--- src/hw/eeprom_cmd_pkg.sv ---
// constants and types of the serial eeprom command controller
package eeprom_cmd_pkg;

    // ------------------------------------------------------------
    // register byte offsets
    // ------------------------------------------------------------
    localparam logic [7:0] OFS_CMD      = 8'hB0;
    localparam logic [7:0] OFS_DATA     = 8'hB4;
    localparam logic [7:0] OFS_IRQ_STS  = 8'hB8;
    localparam logic [7:0] OFS_IRQ_MASK = 8'hBC;

    // ------------------------------------------------------------
    // field positions and reset values
    // ------------------------------------------------------------
    localparam int BIT_BUSY    = 31;
    localparam int CMD_HI      = 30;
    localparam int CMD_LO      = 28;
    localparam int BIT_TIMEOUT = 9;
    localparam int BIT_LOADED  = 8;
    localparam int IRQ_DONE    = 0;
    localparam int IRQ_TIMEOUT = 1;
    localparam int IRQ_LOADED  = 2;
    localparam logic [7:0] ADDR_RST = 8'h00;
    localparam logic [7:0] DATA_RST = 8'h00;
    localparam logic [2:0] IRQ_RST  = 3'h0;

    // ------------------------------------------------------------
    // timing
    // ------------------------------------------------------------
    localparam int unsigned TIMEOUT_MS    = 30;
    localparam int unsigned CLK_PERIOD_NS = 100;
    localparam int unsigned TIMEOUT_CYC   = TIMEOUT_MS * 1000000 / CLK_PERIOD_NS;
    localparam int unsigned SCLK_HALF_CYC = 4;

    // ------------------------------------------------------------
    // memory framing: {start bit, 2-bit opcode}, address byte, lengths
    // ------------------------------------------------------------
    localparam logic [7:0] SIGNATURE  = 8'hA5;
    localparam logic [2:0] LAST_IDX   = 3'h6;
    localparam logic [2:0] PFX_READ   = 3'h6;
    localparam logic [2:0] PFX_WRITE  = 3'h5;
    localparam logic [2:0] PFX_ERASE  = 3'h7;
    localparam logic [2:0] PFX_MISC   = 3'h4;
    localparam logic [7:0] ADR_UNLOCK = 8'hC0;
    localparam logic [7:0] ADR_LOCK   = 8'h00;
    localparam logic [7:0] ADR_WRALL  = 8'h40;
    localparam logic [7:0] ADR_ERALL  = 8'h80;
    localparam logic [4:0] SHORT_BITS = 5'h0B;
    localparam logic [4:0] LONG_BITS  = 5'h13;
    localparam logic [4:0] DATA_BITS  = 5'h08;

    typedef enum logic [2:0] {
        CMD_READ          = 3'h0,
        CMD_PROGRAM_LOCK  = 3'h1,
        CMD_PROGRAM_UNLOCK = 3'h2,
        CMD_WRITE         = 3'h3,
        CMD_PROGRAM_ALL   = 3'h4,
        CMD_ERASE         = 3'h5,
        CMD_BULK_ERASE    = 3'h6,
        CMD_RELOAD        = 3'h7
    } cmd_type;

    typedef enum logic [4:0] {
        ST_IDLE = 5'h01,
        ST_SEND = 5'h02,
        ST_RECV = 5'h04,
        ST_GAP  = 5'h08,
        ST_WAIT = 5'h10
    } state_type;

endpackage

--- src/hw/serial_eeprom_command_controller.sv ---
// serial eeprom command controller with apb registers
//
// Contract
// - busy held from command until done, and boot
// - command codes 0..7 decoded as listed
// - write-all programs data byte everywhere
// - reload checks first byte against signature
// - no memory response in time aborts to idle
// - time-out sets sticky write-one-clear flag
// - data line high means ready, no time-out
// - only programming commands ever wait or time out
// - successful address load sets write-one-clear flag
// - eight-bit address field selects location
// - data byte in low bits, upper zero
`timescale 1ns/10ps
`default_nettype none

module serial_eeprom_command_controller #(
    parameter int unsigned TIMEOUT_CYC = eeprom_cmd_pkg::TIMEOUT_CYC,
    parameter int unsigned SCLK_HALF   = eeprom_cmd_pkg::SCLK_HALF_CYC
) (
    // clock and reset
    input  wire logic        ref_clk,
    input  wire logic        nrst,
    // apb slave
    input  wire logic        psel,
    input  wire logic        penable,
    input  wire logic        pwrite,
    input  wire logic [7:0]  paddr,
    input  wire logic [31:0] pwdata,
    output logic      [31:0] prdata,
    output logic             pready,
    output logic             pslverr,
    // interrupt
    output logic             irq,
    // serial memory pins
    output logic             ee_cs,
    output logic             ee_sclk,
    input  wire logic        serial_memory_data_line_in,
    output logic             serial_memory_data_line_out,
    output logic             serial_memory_data_line_oe_n,
    // loaded station address
    output logic      [47:0] station_address
);

    // ------------------------------------------------------------
    // reset release
    // ------------------------------------------------------------
    logic rst_meta_r;
    logic rst_n;

    // asserts at once, releases after two edges
    always_ff @(posedge ref_clk or negedge nrst) begin
        if (!nrst) begin
            rst_meta_r <= 1'b0;
            rst_n      <= 1'b0;
        end else begin
            rst_meta_r <= 1'b1;
            rst_n      <= rst_meta_r;
        end
    end

    // ------------------------------------------------------------
    // declarations
    // ------------------------------------------------------------
    eeprom_cmd_pkg::state_type state_r;
    eeprom_cmd_pkg::cmd_type   cmd_r;
    logic        busy_r, reload_r, unlock_r, rd_op_r, wt_op_r;
    logic [2:0]  idx_r;
    logic [18:0] shreg_r;
    logic [4:0]  nbits_r;
    logic [15:0] div_r;
    logic [31:0] to_cnt_r;
    logic [7:0]  rdata_r, addr_r, data_r;
    logic        to_ev_r, ld_ev_r, rd_ev_r, done_ev_r;
    logic        to_flag_r, ld_flag_r;
    logic [2:0]  sts_r, mask_r;
    logic        tick, wr_acc, cmd_go;
    logic [2:0]  pfx;
    logic [7:0]  fadr;
    logic [4:0]  flen;
    logic        lk, wt;
    logic        din;

    assign din    = serial_memory_data_line_in;
    assign tick   = div_r == 16'(SCLK_HALF - 1);
    assign wr_acc = psel && penable && pwrite && pready;
    // software may only start when idle; a busy-time start is dropped
    assign cmd_go = wr_acc && paddr == eeprom_cmd_pkg::OFS_CMD && pwdata[eeprom_cmd_pkg::BIT_BUSY] && !busy_r;

    // ------------------------------------------------------------
    // command decode into a serial frame
    // ------------------------------------------------------------
    // reload reads by index, read by address field
    always_comb begin
        pfx  = eeprom_cmd_pkg::PFX_MISC;
        fadr = addr_r;
        flen = eeprom_cmd_pkg::SHORT_BITS;
        lk   = 1'b0;
        wt   = 1'b0;
        unique case (cmd_r)
            eeprom_cmd_pkg::CMD_READ, eeprom_cmd_pkg::CMD_RELOAD: begin
                pfx  = eeprom_cmd_pkg::PFX_READ;
                fadr = reload_r ? {5'h00, idx_r} : addr_r;
            end
            eeprom_cmd_pkg::CMD_PROGRAM_LOCK:   fadr = eeprom_cmd_pkg::ADR_LOCK;
            eeprom_cmd_pkg::CMD_PROGRAM_UNLOCK: fadr = eeprom_cmd_pkg::ADR_UNLOCK;
            eeprom_cmd_pkg::CMD_WRITE: begin
                pfx  = eeprom_cmd_pkg::PFX_WRITE;
                flen = eeprom_cmd_pkg::LONG_BITS;
                lk   = 1'b1;
                wt   = 1'b1;
            end
            eeprom_cmd_pkg::CMD_PROGRAM_ALL: begin
                fadr = eeprom_cmd_pkg::ADR_WRALL;
                flen = eeprom_cmd_pkg::LONG_BITS;
                lk   = 1'b1;
                wt   = 1'b1;
            end
            eeprom_cmd_pkg::CMD_ERASE: begin
                pfx  = eeprom_cmd_pkg::PFX_ERASE;
                lk   = 1'b1;
                wt   = 1'b1;
            end
            eeprom_cmd_pkg::CMD_BULK_ERASE: begin
                fadr = eeprom_cmd_pkg::ADR_ERALL;
                lk   = 1'b1;
                wt   = 1'b1;
            end
        endcase
    end

    // ------------------------------------------------------------
    // sequencer: framing, shifting, ready wait, reload walk
    // ------------------------------------------------------------
    // busy comes up at reset so the boot reload runs first
    always_ff @(posedge ref_clk or negedge rst_n) begin
        if (!rst_n) begin
            state_r  <= eeprom_cmd_pkg::ST_IDLE;
            busy_r   <= 1'b1;
            reload_r <= 1'b1;
            unlock_r <= 1'b0;
            rd_op_r  <= 1'b0;
            wt_op_r  <= 1'b0;
            idx_r    <= 3'h0;
            shreg_r  <= 19'h00000;
            nbits_r  <= 5'h00;
            div_r    <= 16'h0000;
            to_cnt_r <= 32'h00000000;
            rdata_r  <= 8'h00;
            ee_cs    <= 1'b0;
            ee_sclk  <= 1'b0;
            serial_memory_data_line_oe_n <= 1'b1;
            station_address <= 48'h000000000000;
            to_ev_r   <= 1'b0;
            ld_ev_r   <= 1'b0;
            rd_ev_r   <= 1'b0;
            done_ev_r <= 1'b0;
        end else begin
            to_ev_r   <= 1'b0;
            ld_ev_r   <= 1'b0;
            rd_ev_r   <= 1'b0;
            done_ev_r <= 1'b0;
            div_r     <= tick ? 16'h0000 : div_r + 16'h0001;
            unique case (state_r)
                eeprom_cmd_pkg::ST_IDLE: begin
                    ee_cs   <= 1'b0;
                    ee_sclk <= 1'b0;
                    div_r   <= 16'h0000;
                    if (cmd_go) begin
                        busy_r   <= 1'b1;
                        reload_r <= pwdata[eeprom_cmd_pkg::CMD_HI:eeprom_cmd_pkg::CMD_LO] == 3'h7;
                        idx_r    <= 3'h0;
                    end else if (busy_r) begin
                        if (lk && !unlock_r) begin
                            busy_r    <= 1'b0;
                            done_ev_r <= 1'b1;
                        end else begin
                            shreg_r <= {pfx, fadr, data_r};
                            nbits_r <= flen;
                            rd_op_r <= pfx == eeprom_cmd_pkg::PFX_READ;
                            wt_op_r <= wt;
                            ee_cs   <= 1'b1;
                            serial_memory_data_line_oe_n <= 1'b0;
                            state_r <= eeprom_cmd_pkg::ST_SEND;
                            if (cmd_r == eeprom_cmd_pkg::CMD_PROGRAM_UNLOCK) unlock_r <= 1'b1;
                            if (cmd_r == eeprom_cmd_pkg::CMD_PROGRAM_LOCK) unlock_r <= 1'b0;
                        end
                    end
                end
                eeprom_cmd_pkg::ST_SEND: if (tick) begin
                    ee_sclk <= !ee_sclk;
                    // bits change on the falling edge, memory samples on rising
                    if (ee_sclk) begin
                        if (nbits_r == 5'h01) begin
                            serial_memory_data_line_oe_n <= 1'b1;
                            if (rd_op_r) begin
                                nbits_r <= eeprom_cmd_pkg::DATA_BITS;
                                state_r <= eeprom_cmd_pkg::ST_RECV;
                            end else if (wt_op_r) begin
                                ee_cs   <= 1'b0;
                                state_r <= eeprom_cmd_pkg::ST_GAP;
                            end else begin
                                busy_r    <= 1'b0;
                                done_ev_r <= 1'b1;
                                state_r   <= eeprom_cmd_pkg::ST_IDLE;
                            end
                        end else begin
                            shreg_r <= {shreg_r[17:0], 1'b0};
                            nbits_r <= nbits_r - 5'h01;
                        end
                    end
                end
                eeprom_cmd_pkg::ST_RECV: if (tick) begin
                    ee_sclk <= !ee_sclk;
                    if (!ee_sclk) begin
                        rdata_r <= {rdata_r[6:0], din};
                        nbits_r <= nbits_r - 5'h01;
                    end else if (nbits_r == 5'h00) begin
                        state_r <= eeprom_cmd_pkg::ST_IDLE;
                        // drop select so chained reload reads stay separate frames
                        ee_cs   <= 1'b0;
                        if (!reload_r) begin
                            rd_ev_r   <= 1'b1;
                            busy_r    <= 1'b0;
                            done_ev_r <= 1'b1;
                        end else if (idx_r == 3'h0 && rdata_r != eeprom_cmd_pkg::SIGNATURE) begin
                            reload_r  <= 1'b0;
                            busy_r    <= 1'b0;
                            done_ev_r <= 1'b1;
                        end else begin
                            if (idx_r != 3'h0) station_address[8*(idx_r-3'h1) +: 8] <= rdata_r;
                            idx_r <= idx_r + 3'h1;
                            if (idx_r == eeprom_cmd_pkg::LAST_IDX) begin
                                reload_r  <= 1'b0;
                                ld_ev_r   <= 1'b1;
                                busy_r    <= 1'b0;
                                done_ev_r <= 1'b1;
                            end
                        end
                    end
                end
                // chip select low for one half bit before polling ready
                eeprom_cmd_pkg::ST_GAP: if (tick) begin
                    ee_cs    <= 1'b1;
                    to_cnt_r <= 32'h00000000;
                    state_r  <= eeprom_cmd_pkg::ST_WAIT;
                end
                eeprom_cmd_pkg::ST_WAIT: begin
                    to_cnt_r <= to_cnt_r + 32'h00000001;
                    if (din || to_cnt_r == TIMEOUT_CYC - 1) begin
                        to_ev_r   <= !din;
                        busy_r    <= 1'b0;
                        done_ev_r <= 1'b1;
                        state_r   <= eeprom_cmd_pkg::ST_IDLE;
                    end
                end
            endcase
        end
    end

    assign serial_memory_data_line_out = shreg_r[18];

    // ------------------------------------------------------------
    // command, address and data registers
    // ------------------------------------------------------------
    // frozen while busy so a running frame never sees a change
    always_ff @(posedge ref_clk or negedge rst_n) begin
        if (!rst_n) begin
            cmd_r  <= eeprom_cmd_pkg::CMD_READ;
            addr_r <= eeprom_cmd_pkg::ADDR_RST;
            data_r <= eeprom_cmd_pkg::DATA_RST;
        end else begin
            if (wr_acc && !busy_r && paddr == eeprom_cmd_pkg::OFS_CMD) begin
                cmd_r  <= eeprom_cmd_pkg::cmd_type'(pwdata[eeprom_cmd_pkg::CMD_HI:eeprom_cmd_pkg::CMD_LO]);
                addr_r <= pwdata[7:0];
            end
            if (rd_ev_r) data_r <= rdata_r;
            else if (wr_acc && !busy_r && paddr == eeprom_cmd_pkg::OFS_DATA) data_r <= pwdata[7:0];
        end
    end

    // ------------------------------------------------------------
    // sticky flags and interrupt
    // ------------------------------------------------------------
    // a new event wins over a same-cycle write-one clear
    always_ff @(posedge ref_clk or negedge rst_n) begin
        if (!rst_n) begin
            to_flag_r <= 1'b0;
            ld_flag_r <= 1'b0;
            sts_r     <= eeprom_cmd_pkg::IRQ_RST;
            mask_r    <= eeprom_cmd_pkg::IRQ_RST;
            irq       <= 1'b0;
        end else begin
            to_flag_r <= to_ev_r | (to_flag_r & !(wr_acc && paddr == eeprom_cmd_pkg::OFS_CMD
                         && pwdata[eeprom_cmd_pkg::BIT_TIMEOUT]));
            ld_flag_r <= ld_ev_r | (ld_flag_r & !(wr_acc && paddr == eeprom_cmd_pkg::OFS_CMD
                         && pwdata[eeprom_cmd_pkg::BIT_LOADED]));
            sts_r <= {ld_ev_r, to_ev_r, done_ev_r}
                     | (sts_r & ~((wr_acc && paddr == eeprom_cmd_pkg::OFS_IRQ_STS) ? pwdata[2:0] : 3'h0));
            if (wr_acc && paddr == eeprom_cmd_pkg::OFS_IRQ_MASK) mask_r <= pwdata[2:0];
            irq <= |(sts_r & mask_r);
        end
    end

    // ------------------------------------------------------------
    // apb answer: no wait state, data captured in setup
    // ------------------------------------------------------------
    always_ff @(posedge ref_clk or negedge rst_n) begin
        if (!rst_n) begin
            pready  <= 1'b0;
            pslverr <= 1'b0;
            prdata  <= 32'h00000000;
        end else begin
            pready  <= psel && !penable;
            pslverr <= 1'b0;
            prdata  <= 32'h00000000;
            if (psel && !penable) begin
                unique case (paddr)
                    eeprom_cmd_pkg::OFS_CMD:  prdata <= {busy_r, cmd_r, 18'h00000, to_flag_r, ld_flag_r, addr_r};
                    eeprom_cmd_pkg::OFS_DATA: prdata <= {24'h000000, data_r};
                    eeprom_cmd_pkg::OFS_IRQ_STS:  prdata <= {29'h00000000, sts_r};
                    eeprom_cmd_pkg::OFS_IRQ_MASK: prdata <= {29'h00000000, mask_r};
                    default: pslverr <= 1'b1;
                endcase
            end
        end
    end
endmodule

`default_nettype wire

--- config.mk ---
export PLATFORM = sky130hd
export DESIGN_NAME = serial_eeprom_command_controller
export DESIGN_NICKNAME = d
export VERILOG_FILES = /design/src/hw/eeprom_cmd_pkg.sv /design/src/hw/serial_eeprom_command_controller.sv
export SDC_FILE = /design/constraint.sdc
export NUM_CORES = 1
export LEC_CHECK = 0
export BUFFER_PORTS_ARGS = -buffer_cell sky130_fd_sc_hd__buf_2
export CAP_MARGIN = 20
export CORE_MARGIN = 2
export CORE_UTILIZATION = 54
export DETAILED_ROUTE_END_ITERATION = 16
export GPL_ROUTABILITY_DRIVEN = 1
export GPL_TIMING_DRIVEN = 0
export PLACE_DENSITY = 0.82
export SYNTH_ARGS = -nofsm -noshare
export SYNTH_HDL_FRONTEND = slang
export SYNTH_SLANG_ARGS = --single-unit
--- constraint.sdc ---
create_clock -name ref_clk -period 9.1 [get_ports ref_clk]
set_input_delay 1.365 -clock ref_clk [delete_from_list [all_inputs] [get_ports ref_clk]]
set_output_delay 1.365 -clock ref_clk [all_outputs]
set_load 0.02 [all_outputs]
# Word level (Yosys, flattened, before mapping)

Index checks and enable logic that the tools add are counted.
Widths: inputs -> output; s select.

Add/subtract/negate cells: 6
Equality and inequality tests: 45
Shifts and indexed selects: 2
Muxes and demuxes: 130
Bitwise gates (word level): 12
Reduce and logical (&&, ||, !) cells: 57

Operator list:

| kind                    | count |
|---|---|
| $pmux 32 s4             | 1 |
| $mux 19                 | 6 |
| $mux 5                  | 21 |
| $mux 1                  | 72 |
| $mux 32                 | 2 |
| $pmux 32 s2             | 1 |
| $bwmux 48               | 1 |
| $shift 8x34->48 const A | 1 |
| $shiftx 8x34->48        | 1 |
| $pmux 8 s5              | 1 |
| $ne 2x2->1 const B      | 19 |
| $pmux 19 s2             | 1 |
| $neg 32->34             | 1 |
| $add 32x1->32 const B   | 1 |
| $eq 32x19->1 const B    | 1 |
| $eq 8x8->1 const B      | 4 |
| $mux 16                 | 2 |
| $reduce_and 7->1        | 4 |
| $pmux 5 s5              | 1 |
| $mux 8                  | 3 |
| $reduce_and 11->1       | 2 |
| $eq 3x3->1 const B      | 7 |
| $mux 3                  | 7 |
| $add 16x1->16 const B   | 1 |
| 44 further kinds        | 91 |

Register bits after elaboration: 212
Output and inout bits: 87
Logic and storage cells: 285

# Logic depth before layout (Yosys ltp)

Gate-level depths: netlist (run 1).

Depth in word-level cells: 8
Mapped depth: 12

# Least setup slack after synthesis (run 1)

OpenSTA, ideal clock, no wires.

Kind: flip-flop to flip-flop
Start: register idx_r[0]
End: register station_address[0]
Setup time: 125 ps
Data arrival time: 2922 ps
Data required time: 8975 ps
Path slack: 6053 ps
Stages on the path, launching flop included: 11
Path buffers: 0
Period minus slack after synthesis: 3047 ps
Cell sequence: dfrtp_1 > inv_1 > ha_1 > xnor2_1 > nand3_1 > ha_1 > or4bb_1 > nor3_1 > nand4_1 > nor4_4 > mux2_2

Word-level cells in the longest chain between the ends: 4
Elaborated cells between the ends (all ways): 10

RTL lines:

| element                                                 | line                                                                             | RTL |
|---|---|---|
| from (decl)                                             | serial_eeprom_command_controller.sv:69                                           | `logic [2:0] idx_r;` |
| from (signal assigned)                                  | serial_eeprom_command_controller.sv:233                                          | `idx_r <= idx_r + 3'h1;` |
| $sub 3x1->4 / $logic_not 3->1 (equally long branches)   | serial_eeprom_command_controller.sv:232, serial_eeprom_command_controller.sv:227 |  |
| $neg 32->34 / $logic_and 1x1->1 (equally long branches) | serial_eeprom_command_controller.sv:232, serial_eeprom_command_controller.sv:227 |  |
| $shiftx 8x34->48 (tied with other cells)                | serial_eeprom_command_controller.sv:232                                          | `if (idx_r != 3'h0) station_address[8*(idx_r-3'h1) +: 8] <= rdata_r;` |
| $bwmux 48 / $reduce_and 7->1 (equally long branches)    | --                                                                               |  |
| to (signal, indexed assignment)                         | serial_eeprom_command_controller.sv:232                                          |  |
| to (decl)                                               | serial_eeprom_command_controller.sv:43                                           | `output logic [47:0] station_address` |

Parallel ways exist; a longest one is shown, timed or not.
A chain may end at the register's enable or synchronous reset.

# Worst setup path in the final report (run 1)

Start: register idx_r[0]
End: register station_address[6]

Same word-level chain as after synthesis.

==> metrics.yaml, run 1 <==
grt:
  first_global_vias: 7293
  grt_max_degree: 63
  gr-total-overflow: 0
  grt_usage_pct: 24.5
  antenna_found_initial: 0
  grt_first_pass_wirelength_mm: 36.2
place:
  place_congestion: 0.896
  dpl.hpwl_mm: 15.7
  placed_cells_incl_taps: 1300
  io_buffers: 95
worst_setup_path:
  reg2regPathDepth: 10
  end_kind: "register"
  path_class: "reg2reg"
  startpoint_type: "register"
  crit_fanout: 11
  worstReg2RegEnd: "station_address[6]$_DFFE_PN0P_"
  cp.required_ns: 9.42
  cp.arrival_ns: 3.80
  r2r-start: "idx_r[0]$_DFFE_PN0P_"
  ff2ff_setup_slack_ns: 5.62
route:
  via_per_inst: 5.72
  routed-via-count: 7626
  first_pass_iters: 5
  drt_iter0_markers: 580
  detail_route.wirelength_mm: 21.9
  ant_nets: 0
  drt_drc_violations_left: 0
  wire_per_inst_um: 16.4
synth:
  synth_xor_xnor_area_share_pct: 2.08
  netlist_area_um2: 9500
  synth_edf_count: 0
  netlist_instances: 960
  synthSimpleGateAreaFrac_pct: 22.1
  muxShareOfSynthArea_pct: 6.81
  synth_compound_area_share_pct: 11.6
  syn_area_per_cell_um2: 9.90
  synthAdderAreaFrac_pct: 1.97
  synth_cell_type_count: 73
  postSynth.asyncResetShare_pct: 100
  seq_area_frac_synth_pct: 51.1
  ys_ff_latch: 194
  synth_top_family_by_area: "simple AND/OR/NAND/NOR gates"
  yosys_warnings: 0
  ys.flop_type: "dfrtp_1"
sta:
  finalCritPeriodShare_pct: 38.2
  final.min_clock_period_ns: 3.48
  fin_skew_ns: 0.00991
  tns_ns: 0
  max_freq_ghz: 0.287
  setup_violations: 0
  worst_slew_pin_slew_ns: 0.774
  finalMaxSlewViolations: 0
  max_slew_margin_pct: 47.9
  hold_viol_final: 0
  rsz0062_at_grt: "false"
layout:
  nNetsFinal: 1155
  stdcell_count: 1333
  areaGrowthSynthToFinish_pct: 15.6
  nFillCells: 1394
  drive_above_1_share_pct: 20.0
clocking:
  cts_sinks: 194
  cts_resized: 0
  post-cts-setup-buffers: 0
  cts_hold_buf: 0
  clockBufferDepth: 2
  cts_tree: "built"
  clock_latency_ns: 0.44
  cts-root-buf: "clkbuf_16"
  clk_pin_slew_ns: 0.07
  htree_levels: 4
  cts_buffers: 17
floorplan:
  row_count: 48
  core_um2: 17200
  start_util_pct: 55.1
  die_w_um: 137
  die_area_um2: 18700
  fp.dieH_um: 137
  ioPinCount: 133
worst_hold_path:
  hp-class: "reg2async"
power:
  max-vdd-ir-drop_uv: 180
  power_density_nw_per_um2: 180
  leakagePower_nw: 5.29
job:
  drv_cap: 0
outcome:
  outcome: "completed"
[through the flow]
step / cell area, um^2 / util, % / hold WS, ns / setup WS (ns) / power (mW)
6_report: 11000 / 63.7 / 0.235 / 5.62 / 1.98
3_3_place_gp: 10300 / 59.9 / 0.342 / 1.31 / 1.24
2_1_floorplan: 9570 / - / 0.331 / 3.30 / 1.16
5_1_grt: 11000 / 63.7 / 0.276 / 5.35 / 2.06
3_5_place_dp: 10400 / 60.4 / 0.255 / 5.66 / 1.25
4_1_cts: 11000 / 63.7 / 0.251 / 5.62 / 1.98
[per-layer routing]
metal | vias to the layer above | track usage [%] | share of wire (%)
met4 | 0 | 7.41 | 2.2
met3 | 39 | 5.07 | 6.0
met1 | 3731 | 32.8 | 43
li1 | 3621 | - | -
met5 | - | 0 | 0
met2 | 235 | 40.1 | 48
[cell families (layout without fill, tap and decap cells)]
group	Yosys count	in the layout
mux	58	58
compound gates	181	181
other cells	2	20
buf+inv	80	210
simple gates	409	409
flops	194	194
fa+ha+maj	15	15
xor+xnor	21	21
[worst max-delay path by stage]
stage                                          end            startpoint
floorplan                    addr_r[0]$_DFFE_PN0P_       rst_n$_DFF_PN0_
global placement    station_address[9]$_DFFE_PN0P_       rst_n$_DFF_PN0_
detailed placement  station_address[6]$_DFFE_PN0P_  idx_r[0]$_DFFE_PN0P_
CTS                 station_address[6]$_DFFE_PN0P_  idx_r[0]$_DFFE_PN0P_
global route        station_address[6]$_DFFE_PN0P_  idx_r[0]$_DFFE_PN0P_
finish              station_address[6]$_DFFE_PN0P_  idx_r[0]$_DFFE_PN0P_
[worst max-delay path: stages (launching register included)]
cell and delay [ns]:
dfrtp_1 0.54, inv_1 0.19, ha_1 0.28, xnor2_1 0.25, nand3_1 0.18, ha_1 0.33
or4bb_1 0.39, nor3_1 0.19, nand4_1 0.16, nor4_4 0.44, mux2_2 0.40
[state kept, by name, summed over array words and instances (netlist names), 3 cells and up]
signal           cells
prdata              14
mask_r               3
data_r               8
state_r              5
station_address     48
shreg_r             19
cmd_r                3
sts_r                3
idx_r                3
nbits_r              5
rdata_r              8
addr_r               8
div_r               16
to_cnt_r            32
[cell usage in the layout (no fill, tap or decap), types with 14 or more instances in the layout]
cell type | Yosys | final
nand4_1 | 14 | 14
dfrtp_1 | 190 | 189
buf_4 | 22 | 22
inv_1 | 18 | 18
nand2_1 | 167 | 167
and2_1 | 14 | 14
mux2_2 | 23 | 23
nor2_1 | 55 | 55
conb_1 | 2 | 19
clkbuf_16 | 0 | 17
buf_2 | 14 | 109
a21oi_1 | 18 | 18
and3_1 | 16 | 16
ha_1 | 15 | 15
nand3_1 | 41 | 41
nor3_1 | 23 | 23
o21ai_0 | 100 | 100
mux2i_1 | 32 | 32
clkbuf_1 | 22 | 22
[cell type report]
type / instances / area, um^2 / share of cell area [%]
Clock buffer: 17 / 425 / 3.87
Antenna cell: 1 / 2.50 / 0.0228
Inverter: 19 / 71.3 / 0.649
Clock inverter: 15 / 150 / 1.37
Timing Repair Buffer: 98 / 558 / 5.08
Multi-Input combinational cell: 703 / 4310 / 39.2
Tap cell: 225 / 282 / 2.56
Buffer: 61 / 330 / 3.01
Sequential cell: 194 / 4860 / 44.3
[report_power, final]
part | switching [mW] | leakage (nW) | internal, mW
clock | 0.354 | 0.268 | 0.385
combinational | 0.219 | 2.38 | 0.120
sequential | 0.0184 | 2.64 | 0.883
total | 0.591 | 5.29 | 1.39
[Yosys cell counts, types with 12 or more instances]
library cell    n  area (um^2)
mux2i_1        32          320
nor2_1         55          206
nand4_1        14         87.6
ha_1           15          188
a21oi_1        18         90.1
and2_1         14         87.6
buf_2          14         70.1
dfrtp_1       190         4750
nor3_1         23          115
xor2_1         12          105
inv_1          18         67.6
buf_4          22          165
clkbuf_1       22         82.6
o21ai_0       100          500
and3_1         16          100
nand3_1        41          205
nand2_1       167          627
mux2_2         23          259
No activity file was read; power rests on OpenSTA's default activity.
==> run 2, diff against run 1 <==
--- a/config.mk
+++ b/config.mk
@@ -8,7 +8,7 @@
 export BUFFER_PORTS_ARGS = -buffer_cell sky130_fd_sc_hd__buf_2
 export CAP_MARGIN = 20
 export CORE_MARGIN = 2
-export CORE_UTILIZATION = 54
+export CORE_UTILIZATION = 52
 export DETAILED_ROUTE_END_ITERATION = 16
 export GPL_ROUTABILITY_DRIVEN = 1
 export GPL_TIMING_DRIVEN = 0
==> constraint.sdc (replaced) <==
create_clock -name ref_clk -period 3.03 [get_ports ref_clk]
set_input_delay 0.4545 -clock ref_clk [delete_from_list [all_inputs] [get_ports ref_clk]]
set_output_delay 0.4545 -clock ref_clk [all_outputs]
set_load 0.02 [all_outputs]
==> run 2 against run 1 <==
Effect of this change: combinational power increased to 3.0 times the previous value; largest power group unchanged; total power rose to 3.0 times the previous value; highest routed layer unchanged; fmax increased by 21%; critical path depth fell by 2.
==> metrics.yaml, run 2 (synthesis results as in run 1) <==
sta:
  finalCritPeriodShare_pct: 95.1  # +57 points
  setup_violations: 0  # unchanged
  hold_viol_final: 0  # unchanged
  finalMaxSlewViolations: 0  # unchanged
  fin_skew_ns: 0.0102  # +0.000311 ns
  final.min_clock_period_ns: 2.88  # -0.598 ns
  tns_ns: 0  # unchanged
  worst_slew_pin_slew_ns: 0.733  # -0.0411 ns
  max_freq_ghz: 0.347  # +21%
  max_slew_margin_pct: 50.6  # +2.8 points
power:
  max-vdd-ir-drop_uv: 493  # +170%
  leakagePower_nw: 5.33  # +0.72%
  p_total_mw: 5.98  # +200%
  power_density_nw_per_um2: 540  # +200%
place:
  io_buffers: 95  # unchanged
  place_congestion: 0.969  # +8.1%
  placed_area_um2: 10400  # +0.13%
  dpl.hpwl_mm: 16.0  # +1.8%
floorplan:
  start_util_pct: 52.9  # -2.2 points
  ioPinCount: 133  # unchanged
  row_count: 49  # +2.1%
  core_um2: 18000  # +4.2%
  die_area_um2: 19400  # +3.7%
  fp.dieH_um: 139  # +1.9%
  die_w_um: 139  # +1.9%
worst_setup_path:
  crit_fanout: 8  # -3
  worstReg2RegEnd: "station_address[2]$_DFFE_PN0P_"
  r2r-start: "idx_r[2]$_DFFE_PN0P_"
  reg2regPathDepth: 8  # -2
  startpoint_type: "register"
  cp-startpoint: "idx_r[2]$_DFFE_PN0P_"
  cp.required_ns: 3.35  # -6.07 ns
  cp.arrival_ns: 3.20  # -0.60 ns
  ff2ff_setup_slack_ns: 0.15  # -5.47 ns
  end_kind: "register"
  path_class: "reg2reg"
layout:
  largest_reg_flops: 48  # unchanged
  multiInputGateArea_um2: 4340  # +0.70%
  areaGrowthSynthToFinish_pct: 16.5
  largest_registers: "station_address: 48 flops, to_cnt_r: 32 flops, shreg_r: 19 flops"
  drive_above_1_share_pct: 20.8  # +0.87 points
  nNetsFinal: 1158  # +0.26%
  largest-register: "station_address"
  regArea_um2: 4870  # about the same
  final_common_cell: "dfrtp_1"
  final_area_um2: 11100  # +0.73%
  fin_util_pct: 61.6  # -2.1 points
  nFillCells: 1477  # +6.0%
  final_cell_mix: "dfrtp_1, nand2_1, buf_2, o21ai_0, nor2_1"
clocking:
  clock_latency_ns: 0.44  # about the same
  cts_tree: "built"
  clk_pin_slew_ns: 0.07  # about the same
  cts_sinks: 194  # unchanged
  clockBufferDepth: 2  # unchanged
  htree_levels: 4  # unchanged
  cts-root-buf: "clkbuf_16"
  cts_buffers: 17  # unchanged
route:
  via_per_inst: 5.75  # +0.50%
  routed-via-count: 7699  # +0.96%
  detail_route.wirelength_mm: 22.1  # +1.0%
  drt_drc_violations_left: 0  # unchanged
  ant_nets: 0  # unchanged
  first_pass_iters: 5  # unchanged
  drt_iter0_markers: 454  # -22%
  wire_per_inst_um: 16.5  # +0.59%
job:
  drv_cap: 0  # unchanged
grt:
  grt_first_pass_wirelength_mm: 36.5  # +0.97%
  grt_max_degree: 61  # -3.2%
  antenna_found_initial: 1  # +1
  first_global_vias: 7380  # +1.2%
  gr-total-overflow: 0  # unchanged
  grt_usage_pct: 23.3  # -1.2 points
outcome:
  outcome: "completed"
worst_hold_path:
  hp-class: "reg2async"
==> run 2: layer usage <==
metal	up-vias	GRT usage [%]	wire length, um
met5	-	0	0
li1	3634	-	-
met2	247	39.0	11000
met1	3781	31.1	9550
met4	0	6.54	383
met3	37	4.49	1180
==> run 2: stage by stage <==
step | hold WS [ns] | cells | worst slack [ns]
after detailed placement | 0.242 | 1304 | -0.356
after global routing | 0.237 | 1338 | -0.00319
after floorplan | 0.159 | 977 | 0.0142
after CTS | 0.223 | 1336 | 0.0300
after global placement | 0.240 | 1301 | -0.332
final | 0.230 | 1339 | 0.148
==> run 2: where the power goes <==
group | switching (mW) | leakage, nW | internal [mW]
Clock | 1.03 | 0.283 | 1.23
Combinational | 0.656 | 2.40 | 0.362
Sequential | 0.0540 | 2.64 | 2.65
Total | 1.74 | 5.33 | 4.24
==> run 2: worst max-delay path, cell delays in order, from the launching register on <==
cell and delay (ns):
dfrtp_1 0.52, or3_4 0.48, ha_1 0.23, or4bb_1 0.51, nor3_2 0.17, nand4_1 0.16, nor4_4 0.18, buf_6 0.17
mux2_2 0.34
==> run 2: how the worst max path moves through the flow <==
stage	endpoint	slack, ns	cells past startpoint
floorplan	station_address[0]$_DFFE_PN0P_	0.01	10
global placement	station_address[6]$_DFFE_PN0P_	-0.33	11
detailed placement	station_address[1]$_DFFE_PN0P_	-0.36	11
CTS	station_address[2]$_DFFE_PN0P_	0.03	8
global route	station_address[0]$_DFFE_PN0P_	-0.003	12
finish	station_address[2]$_DFFE_PN0P_	0.15	8
==> run 2: repair_timing <==
item,CTS,global route
pin swaps,1,0
hold endpoints to repair,2,0
hold buffers,1,0
cloned,0,0
setup endpoints to repair,8,8
gates resized for setup,3,5
setup buffers,2,2
==> run 2: cell type report <==
| class | instances | share of cell area [%] |
|---|---|---|
| repair buffers | 103 | 5.44 |
| well taps | 229 | 2.59 |
| multi-input cells | 703 | 39.2 |
| diodes | 1 | 0.0226 |
| plain buffers | 59 | 2.92 |
| clock buffers | 17 | 3.84 |
| flip-flops and latches | 194 | 44.0 |
| clock inverters | 14 | 1.39 |
| inverters | 19 | 0.667 |
==> run 3, diff against run 2 <==
--- a/config.mk
+++ b/config.mk
@@ -13,6 +13,7 @@
 export GPL_ROUTABILITY_DRIVEN = 1
 export GPL_TIMING_DRIVEN = 0
 export PLACE_DENSITY = 0.82
+export REMOVE_ABC_BUFFERS = 1
 export SYNTH_ARGS = -nofsm -noshare
 export SYNTH_HDL_FRONTEND = slang
 export SYNTH_SLANG_ARGS = --single-unit
==> run 3 against run 2 <==
Effect of this change: combinational power shrank 10%; non-clock buffer count shrank 52; wire length is 2.5% lower; critical path depth grew 4; sequential power up 1%; hold slack improved by 0.019 ns; die area did not move; worst setup slack worse by 0.043 ns; largest cell class unchanged.
==> metrics.yaml, run 3 (synthesis results as in run 1) <==
layout:
  drive_above_1_share_pct: 19.4  # -1.5 points
  final_common_cell: "dfrtp_1"
  antennaDiodeCount: 0  # -1
  nFillCells: 1464  # -0.88%
  largest-register: "station_address"
  areaGrowthSynthToFinish_pct: 14.0
  largest_registers: "station_address: 48 flops, to_cnt_r: 32 flops, shreg_r: 19 flops"
  largest_reg_flops: 48  # unchanged
  fin_util_pct: 60.3  # -1.3 points
  nNetsFinal: 1106  # -4.5%
  final_cell_mix: "dfrtp_1, nand2_1, o21ai_0, buf_2, nor2_1"
power:
  max-vdd-ir-drop_uv: 489  # -0.80%
  leakagePower_nw: 5.16  # -3.1%
  p_total_mw: 5.94  # -0.55%
  power_density_nw_per_um2: 549  # +1.6%
job:
  drv_cap: 0  # unchanged
worst_setup_path:
  startpoint_type: "register"
  crit_fanout: 8  # unchanged
  path_class: "reg2reg"
  worst-path-buf-inv: 3  # +2
  r2r-start: "idx_r[0]$_DFFE_PN0P_"
  crit_chain: "inv_4 -> ha_4 -> xnor2_4 -> nand3_1 -> inv_1 -> ha_1 -> or4bb_1 -> nor3_2 -> nand4_1 -> nor4_4 -> buf_6 -> mux2_2"
  critPathSlowestCell: "or4bb_1"
  cp.arrival_ns: 3.24  # +0.04 ns
  cp.required_ns: 3.34  # about the same
  slowest_delay_ns: 0.50  # -0.02 ns
  cp_top_family: "simple AND/OR/NAND/NOR gates"
  cp-startpoint: "idx_r[0]$_DFFE_PN0P_"
  end_kind: "register"
place:
  io_buffers: 96  # +1.1%
  dpl.hpwl_mm: 14.8  # -7.4%
  place_congestion: 0.900  # -7.1%
grt:
  grt_first_pass_wirelength_mm: 36.5  # -0.17%
  grt.busiest_layer: "met2"
  grt.met2_usage_pct: 39.1  # +0.078 points
  grt_max_degree: 74  # +21%
  first_global_vias: 7274  # -1.4%
  grt_usage_pct: 23.0  # -0.28 points
  gr-total-overflow: 0  # unchanged
  use_met1_pct: 29.9  # -1.2 points
  use_met3_pct: 4.45  # -0.035 points
  antenna_found_initial: 0  # -1
sta:
  finalCritPeriodShare_pct: 96.5  # +1.4 points
  finalMaxSlewViolations: 0  # unchanged
  max_slew_margin_pct: 42.6  # -8.0 points
  fin_hold_ws_ns: 0.250  # +0.0192 ns
  final.min_clock_period_ns: 2.93  # +0.0432 ns
  hold_viol_final: 0  # unchanged
  worst_slew_pin_slew_ns: 0.861  # +0.128 ns
  setup_violations: 0  # unchanged
  fin_skew_ns: 0.0119  # +0.00166 ns
  max_freq_ghz: 0.342  # -1.5%
route:
  ant_nets: 0  # unchanged
  wire_per_inst_um: 16.8  # +1.4%
  drt_iter0_markers: 613  # +35%
  via_per_inst: 5.69  # -1.0%
  detail_route.wirelength_mm: 21.6  # -2.5%
  routed-via-count: 7326  # -4.8%
  drt_drc_violations_left: 0  # unchanged
  first_pass_iters: 5  # unchanged
worst_hold_path:
  hold_start: "penable"
  hp-class: "in2reg"
floorplan:
  fp.dieH_um: 139  # unchanged
  start_util_pct: 52.9  # unchanged
  row_count: 49  # unchanged
  die_w_um: 139  # unchanged
  ioPinCount: 133  # unchanged
  core_um2: 18000  # unchanged
  die_area_um2: 19400  # unchanged
clocking:
  cts_tree: "built"
  clk_pin_slew_ns: 0.07  # about the same
  clock_latency_ns: 0.44  # about the same
  cts_sinks: 194  # unchanged
  htree_levels: 4  # unchanged
  cts_buffers: 17  # unchanged
  cts-root-buf: "clkbuf_16"
  clockBufferDepth: 2  # unchanged
outcome:
  outcome: "completed"
## run 3: cell count changes in the layout (fill, tap and decap cells not counted), moves of 2 or more
cell,delta
buf_2,-13
clkinv_4,+2
clkinv_2,-2
clkbuf_1,-18
clkbuf_8,+3
buf_1,-2
buf_4,-16
inv_6,-3
## run 3: routing by layer
layer	wire, um	up-vias
li1	-	3520
met1	9420	3600
met2	10900	180
met3	908	26
met4	308	0
met5	0	-
## run 3: metrics by stage
step / setup WS, ns / instance area (um^2) / instances / setup TNS (ns)
after floorplan: -2.77 / 9240 / 916 / -525.67
after global placement: -4.75 / 10000 / 1241 / -912.75
after detailed placement: -0.510 / 10100 / 1245 / -5.11
after CTS: 0.0558 / 10800 / 1286 / 0
after global routing: -0.0109 / 10800 / 1287 / -0.0279
final: 0.105 / 10800 / 1287 / 0
## run 3: repair_timing
action	4_1_cts	5_1_grt
hold buffers	1	0
setup endpoints to repair	40	37
pin swaps	3	3
cloned	0	0
endpoints found under the hold margin	2	0
buffers inserted	8	1
resized for setup	10	7
## run 3: final cells by class
type	count	area (um^2)	area share, %
Sequential cell	194	4870	44.9
Inverter	19	73.8	0.681
Clock inverter	10	124	1.14
Multi-Input combinational cell	703	4370	40.3
Tap cell	229	287	2.64
Clock buffer	22	474	4.38
Timing Repair Buffer	110	639	5.90
## run 3: final timing paths
path / endpoint / slack (ns) / cells past startpoint
max: station_address[3]$_DFFE_PN0P_ / 0.10 / 12
min: pready$_DFF_PN0_ / 0.25 / 2
max reg2reg: station_address[3]$_DFFE_PN0P_ / 0.10 / 12
min reg2reg: rst_n$_DFF_PN0_ / 0.36 / 0
max in group asynchronous: reload_r$_DFFE_PN1P_ / 1.79 / 1
min in group asynchronous: rst_n$_DFF_PN0_ / 0.32 / 2
## run 3: where the power goes
| part | internal [mW] | switching (mW) |
|---|---|---|
| Combinational | 0.326 | 0.587 |
| Clock | 1.29 | 0.990 |
| Sequential | 2.65 | 0.0978 |
